`src/include/iss_map.vh`:
```
`ifndef ISS_MAP_VH
`define ISS_MAP_VH
// frame length in serial clocks
`define ISS_FRAME_BITS 32
`define ISS_CNT_W 6
// response word layout: data in upper half, echo of command in lower half
`define ISS_RESP_DATA_MSB 31
`define ISS_RESP_DATA_LSB 16
`define ISS_CMD_MSB 15
`define ISS_CMD_LSB 0
// reset values
`define ISS_RESP_RST 32'h00000000
`define ISS_CNT_RST 6'h00
// fifo depth and width
`define ISS_FIFO_DEPTH 8
`define ISS_FIFO_AW 3
`define ISS_WORD_W 32
`endif

```
`src/rtl/iss_fifo.v`:
```
`timescale 1ns/1ps
module iss_fifo #(
   parameter WIDTH = 32,
   parameter DEPTH = 8,
   parameter AW = 3
) (
   input wire clk,
   input wire rst,
   input wire [WIDTH-1:0] in_data,
   input wire in_valid,
   output wire in_ready,
   output wire [WIDTH-1:0] out_data,
   output wire out_valid,
   input wire out_ready
);
   reg [WIDTH-1:0] mem [0:DEPTH-1];
   reg [AW:0] wr_ptr_reg;
   reg [AW:0] rd_ptr_reg;
   wire full = (wr_ptr_reg[AW] != rd_ptr_reg[AW]) && (wr_ptr_reg[AW-1:0] == rd_ptr_reg[AW-1:0]);
   wire empty = (wr_ptr_reg == rd_ptr_reg);
   wire do_wr = in_valid && !full;
   wire do_rd = out_ready && !empty;
   assign in_ready = !full;
   assign out_valid = !empty;
   assign out_data = mem[rd_ptr_reg[AW-1:0]];
   // storage write
   always @(posedge clk) begin
      if (do_wr) begin
         mem[wr_ptr_reg[AW-1:0]] <= in_data;
      end
   end
   // pointers
   always @(posedge clk) begin
      if (rst) begin
         wr_ptr_reg <= {(AW+1){1'b0}};
         rd_ptr_reg <= {(AW+1){1'b0}};
      end else begin
         if (do_wr) begin
            wr_ptr_reg <= wr_ptr_reg + 1'b1;
         end
         if (do_rd) begin
            rd_ptr_reg <= rd_ptr_reg + 1'b1;
         end
      end
   end
endmodule

```
`src/rtl/iss_spi_slave.v`:
```
`timescale 1ns/1ps
`include "iss_map.vh"
module iss_spi_slave (
   clk,
   rst,
   sclk,
   select_n,
   mosi,
   miso_o,
   miso_oe,
   cmd_data,
   cmd_valid,
   cmd_ready,
   resp_data,
   resp_valid,
   resp_ready,
   frame_err
);
   input wire clk;
   input wire rst;
   input wire sclk;
   input wire select_n;
   input wire mosi;
   output reg miso_o;
   output reg miso_oe;
   output wire [`ISS_WORD_W-1:0] cmd_data;
   output wire cmd_valid;
   input wire cmd_ready;
   input wire [15:0] resp_data;
   input wire resp_valid;
   output reg resp_ready;
   output reg frame_err;

   // two-stage synchronisers for pins
   reg [1:0] sclk_sync_reg;
   reg [1:0] csn_sync_reg;
   reg [1:0] mosi_sync_reg;
   reg sclk_d_reg;
   reg csn_d_reg;
   always @(posedge clk) begin
      if (rst) begin
         sclk_sync_reg <= 2'h0;
         csn_sync_reg <= 2'h3;
         mosi_sync_reg <= 2'h0;
         sclk_d_reg <= 1'b0;
         csn_d_reg <= 1'b1;
      end else begin
         sclk_sync_reg <= {sclk_sync_reg[0], sclk};
         csn_sync_reg <= {csn_sync_reg[0], select_n};
         mosi_sync_reg <= {mosi_sync_reg[0], mosi};
         sclk_d_reg <= sclk_sync_reg[1];
         csn_d_reg <= csn_sync_reg[1];
      end
   end

   wire sclk_s = sclk_sync_reg[1];
   wire csn_s = csn_sync_reg[1];
   wire mosi_s = mosi_sync_reg[1];
   wire active = !csn_s;
   wire sclk_rise = active && sclk_s && !sclk_d_reg;
   wire sclk_fall = active && !sclk_s && sclk_d_reg;
   wire cs_fall = !csn_s && csn_d_reg;
   wire cs_rise = csn_s && !csn_d_reg;

   // frame state
   reg [`ISS_CNT_W-1:0] cnt_reg;
   reg [`ISS_WORD_W-1:0] rx_reg;
   reg [`ISS_WORD_W-1:0] tx_reg;
   reg [`ISS_WORD_W-1:0] resp_word_reg;
   reg push_reg;
   reg [`ISS_WORD_W-1:0] push_data_reg;

   // next response: 16-bit result above, echo of last command below
   wire [15:0] result = resp_valid ? resp_data : 16'h0000;

   // receive shifter and bit counter
   always @(posedge clk) begin
      if (rst) begin
         cnt_reg <= `ISS_CNT_RST;
         rx_reg <= `ISS_RESP_RST;
      end else if (cs_fall) begin
         cnt_reg <= `ISS_CNT_RST;
      end else if (sclk_rise) begin
         rx_reg <= {rx_reg[`ISS_WORD_W-2:0], mosi_s};
         if (cnt_reg != 6'h3F) begin
            cnt_reg <= cnt_reg + 6'h01;
         end
      end
   end

   // transmit shifter, loaded at frame start with the last complete frame's response
   always @(posedge clk) begin
      if (rst) begin
         tx_reg <= `ISS_RESP_RST;
         miso_o <= 1'b0;
         miso_oe <= 1'b0;
      end else begin
         miso_oe <= active;
         if (cs_fall) begin
            tx_reg <= {resp_word_reg[`ISS_WORD_W-2:0], 1'b0};
            miso_o <= resp_word_reg[`ISS_WORD_W-1];
         end else if (sclk_fall && cnt_reg != `ISS_CNT_RST) begin
            miso_o <= tx_reg[`ISS_WORD_W-1];
            tx_reg <= {tx_reg[`ISS_WORD_W-2:0], 1'b0};
         end else if (!active) begin
            miso_o <= 1'b0;
         end
      end
   end

   // end of frame: commit command and build next response
   always @(posedge clk) begin
      if (rst) begin
         resp_word_reg <= `ISS_RESP_RST;
         push_reg <= 1'b0;
         push_data_reg <= `ISS_RESP_RST;
         resp_ready <= 1'b0;
         frame_err <= 1'b0;
      end else begin
         resp_ready <= 1'b0;
         push_reg <= 1'b0; // one-cycle push; a full fifo drops it
         if (cs_rise) begin
            if (cnt_reg == `ISS_FRAME_BITS) begin
               frame_err <= 1'b0;
               push_reg <= 1'b1;
               push_data_reg <= rx_reg;
               resp_word_reg <= {result, rx_reg[`ISS_CMD_MSB:`ISS_CMD_LSB]};
               resp_ready <= resp_valid;
            end else begin
               frame_err <= 1'b1;
            end
         end
      end
   end

   // command buffer toward the core; full fifo drops extra frames
   iss_fifo #(
      .WIDTH(`ISS_WORD_W),
      .DEPTH(`ISS_FIFO_DEPTH),
      .AW(`ISS_FIFO_AW)
   ) iss_fifo_i (
      .clk(clk),
      .rst(rst),
      .in_data(push_data_reg),
      .in_valid(push_reg),
      .in_ready(),
      .out_data(cmd_data),
      .out_valid(cmd_valid),
      .out_ready(cmd_ready)
   );
endmodule

```
`config.mk`:
```
export PLATFORM = sky130hd
export DESIGN_NAME = iss_spi_slave
export DESIGN_NICKNAME = d
export VERILOG_FILES = /design/src/rtl/iss_fifo.v /design/src/rtl/iss_spi_slave.v
export VERILOG_INCLUDE_DIRS = /design/src /design/src/include
export SDC_FILE = /design/constraint.sdc
export NUM_CORES = 1
export LEC_CHECK = 0
export BUFFER_PORTS_ARGS = -buffer_cell sky130_fd_sc_hd__buf_4
export CAP_MARGIN = 20
export CORE_ASPECT_RATIO = 0.75
export CORE_MARGIN = 2
export CORE_UTILIZATION = 55
export DETAILED_ROUTE_END_ITERATION = 10
export HOLD_SLACK_MARGIN = 0.06
export MAX_ROUTING_LAYER = met4
export PLACE_DENSITY_LB_ADDON = 0.1
export SLEW_MARGIN = 20
export SYNTH_ARGS = -nofsm -noshare
export SYNTH_HDL_FRONTEND = slang
export SYNTH_SLANG_ARGS = --single-unit
```
`constraint.sdc`:
```
create_clock -name clk -period 11.77 [get_ports clk]
set_input_delay 2.354 -clock clk [delete_from_list [all_inputs] [get_ports clk]]
set_output_delay 2.354 -clock clk [all_outputs]
set_load 0.02 [all_outputs]
```
==> out/qor.yml <==
logic_synthesis:
  yosys-top-cells-area: "edfxtp_1 50%, dfxtp_1 18%, mux4_2 9.4%"
  synthesis.area_um2: 15300
  syn_avg_cell_area_um2: 15.1
  synth_cell_types: 47
  synth-edff-count: 256
  synth_seq_cells: 397
  syn_nets: 1038
  syn_inst: 1011
  yosysTopAreaCell: "edfxtp_1"
  synth_warnings: 0
  synth_top_area_share: 0.502
  synth-async-reset-ratio: 0
  synth_ff_type: "edfxtp_1"
  synth-seq-area-share: 0.687
cells_and_area:
  layout-drive-gt1-share: 0.265
  nFillCells: 2004
  final_nets: 1087
  fin_cells: 1439
  areaGrowthSynthToFinish_pct: 12.8
  ff_latch_area_um2: 10500
  antennaDiodeCount: 0
  multi_input_comb_area_um2: 4460
  largest_reg_flops: 256
  layout_commonest_cell: "edfxtp_1"
  layout_common_cells: "256 x edfxtp_1, 153 x nand2_1, 138 x dfxtp_1"
critical_path:
  crit_type: "register to output pin"
  critPathCaptureType: "output pin"
  arrival_ps: 3080
  cp.required_ps: 9420
  crit_chain: "buf_4 -> mux4_2 -> mux2_2 -> buf_4"
  critical_path.n_buffers_inverters: 2
  cp-start-kind: "register"
  cp_common_cell: "buf_4"
  regToRegSetupSlack_ps: 8850
  crit_path_top_delay_cell: "buf_4"
  cp_max_fo: 38
  max_stage_delay_ps: 730
  cp_top_family: "multiplexers"
run_status:
  status: "complete, no violations"
timing:
  skew_ps: 15.7
  rsz0062_at_grt: "no"
  slew_headroom: 0.309
  worst_slack_ps: 6340
  worst_slew_pin_slew_ps: 1040
  drv_slew: 0
  setup_tns_ps: 0
  period_minus_slack_ps: 5430
  hold_violations: 0
  fmax_ghz: 0.184
  finalSetupViolCount: 0
  min_period_over_period: 0.461
cts:
  cts_hold_buf: 0
  numCtsBuffers: 37
  cts_setup_buffers: 0
  clk_latency_ps: 520
  clk_pin_slew_worst_paths_ps: 60
  cts_tree: "done"
  cts_buffer_depth: 3
  htree_levels: 2
  cts-resized-gates: 0
  cts_root_buffer: "clkbuf_16"
  cts_sinks: 397
grt:
  overflow: 0
  grt_use_total: 0.215
  grt_pass1_vias: 8223
  grt_pass1_wl_mm: 46.7
  antenna_found_initial: 0
  grt_max_degree: 99
route:
  wl_per_cell_um: 20.7
  viasPerCell: 5.77
  firstDrtPassIters: 5
  drtIter0Drc: 581
  ant_nets: 0
  num_vias: 8308
  drcViolationCount: 0
  wl_mm: 29.7
place:
  place_ws_ps: 6830
  gp_congestion: 0.763
  portBuffers: 59
  dp_cells: 1371
  hpwlAfterDp_mm: 16.7
job:
  max_cap_viol_count: 0
floorplan:
  core-area_um2: 27200
  dieArea_um2: 29200
  pin_count: 60
  die_w_um: 197
  std_cell_rows: 52
  die_h_um: 148
  start_util: 0.563
power_and_ir_drop:
  peakVddDrop_mv: 0.0834
  leakagePower_nw: 5.55
  power_density_nw_per_um2: 155
hold_path:
  hold_path.class: "register to register"
through the flow:
| step | cell area (um^2) | total power, W | hold WS (ps) | utilization |
|---|---|---|---|---|
| final | 17300 | 0.00268 | 415 | 0.634 |
| after global routing | 17300 | 0.00277 | 440 | 0.634 |
| after detailed placement | 16000 | 0.00155 | 407 | 0.590 |
| after CTS | 17200 | 0.00270 | 422 | 0.633 |
| after global placement | 16000 | 0.00155 | 392 | 0.590 |
| after floorplan | 15300 | 0.00154 | 389 | - |
final cells by class:
| class | count | area share |
|---|---|---|
| Clock buffer | 50 | 0.0608 |
| Clock inverter | 17 | 0.00798 |
| Sequential cell | 397 | 0.610 |
| Timing Repair Buffer | 79 | 0.0355 |
| Multi-Input combinational cell | 535 | 0.259 |
| Inverter | 10 | 0.00218 |
| Tap cell | 351 | 0.0255 |
cell usage after synthesis, types with 2 or more instances:
cell	count
a21oi_1	88
a221oi_2	29
a31oi_1	2
and3_1	3
buf_2	22
buf_4	2
buf_6	7
clkbuf_1	36
dfxtp_1	141
edfxtp_1	256
ha_1	4
inv_1	10
mux2_2	32
mux2i_1	6
mux4_2	64
nand2_1	153
nand2b_1	4
nand3_1	21
nand4_1	2
nor2_1	49
nor2b_1	7
nor3_1	4
nor3_2	2
nor4_1	2
o21ai_0	5
o21bai_1	29
or2_2	2
or3_1	3
xnor2_1	4
xor2_1	3
xor2_4	3
power breakdown:
part	leakage [nW]	switching (W)	internal, W
combinational	1.45	0.0000273	0.0000198
sequential	3.51	0.00000208	0.00147
clock	0.591	0.000489	0.000671
cells by family (layout without fill, tap and decap cells):
family	count (synthesis)	after routing	share of synthesized area
AND/OR/NAND/NOR	259	259	0.0735
multiplexers	102	102	0.122
flip-flops	397	397	0.687
adder cells (fa/ha/maj)	4	4	0.00327
buffers and inverters	79	156	0.0254
AO/OA/AOI/OAI	160	160	0.0797
XOR/XNOR	10	10	0.00941
layer usage:
metal	part of all wire	GRT usage	routed length (um)	vias up
met5	0	-	0	-
li1	-	-	-	3897
met1	0.47	0.302	13900	4208
met4	0.011	0.0481	329	0
met3	0.041	0.0331	1230	29
met2	0.48	0.339	14300	174
final timing paths:
kind	cells past startpoint	endpoint	from
min reg2reg	1	csn_sync_reg[1]	csn_sync_reg[0]
min	1	csn_sync_reg[1]	csn_sync_reg[0]
max reg2reg	5	iss_fifo_i.mem[3][2]	iss_fifo_i.wr_ptr_reg[0]
max	4	cmd_data[22]	register
(Power assumes the default switching activity.)
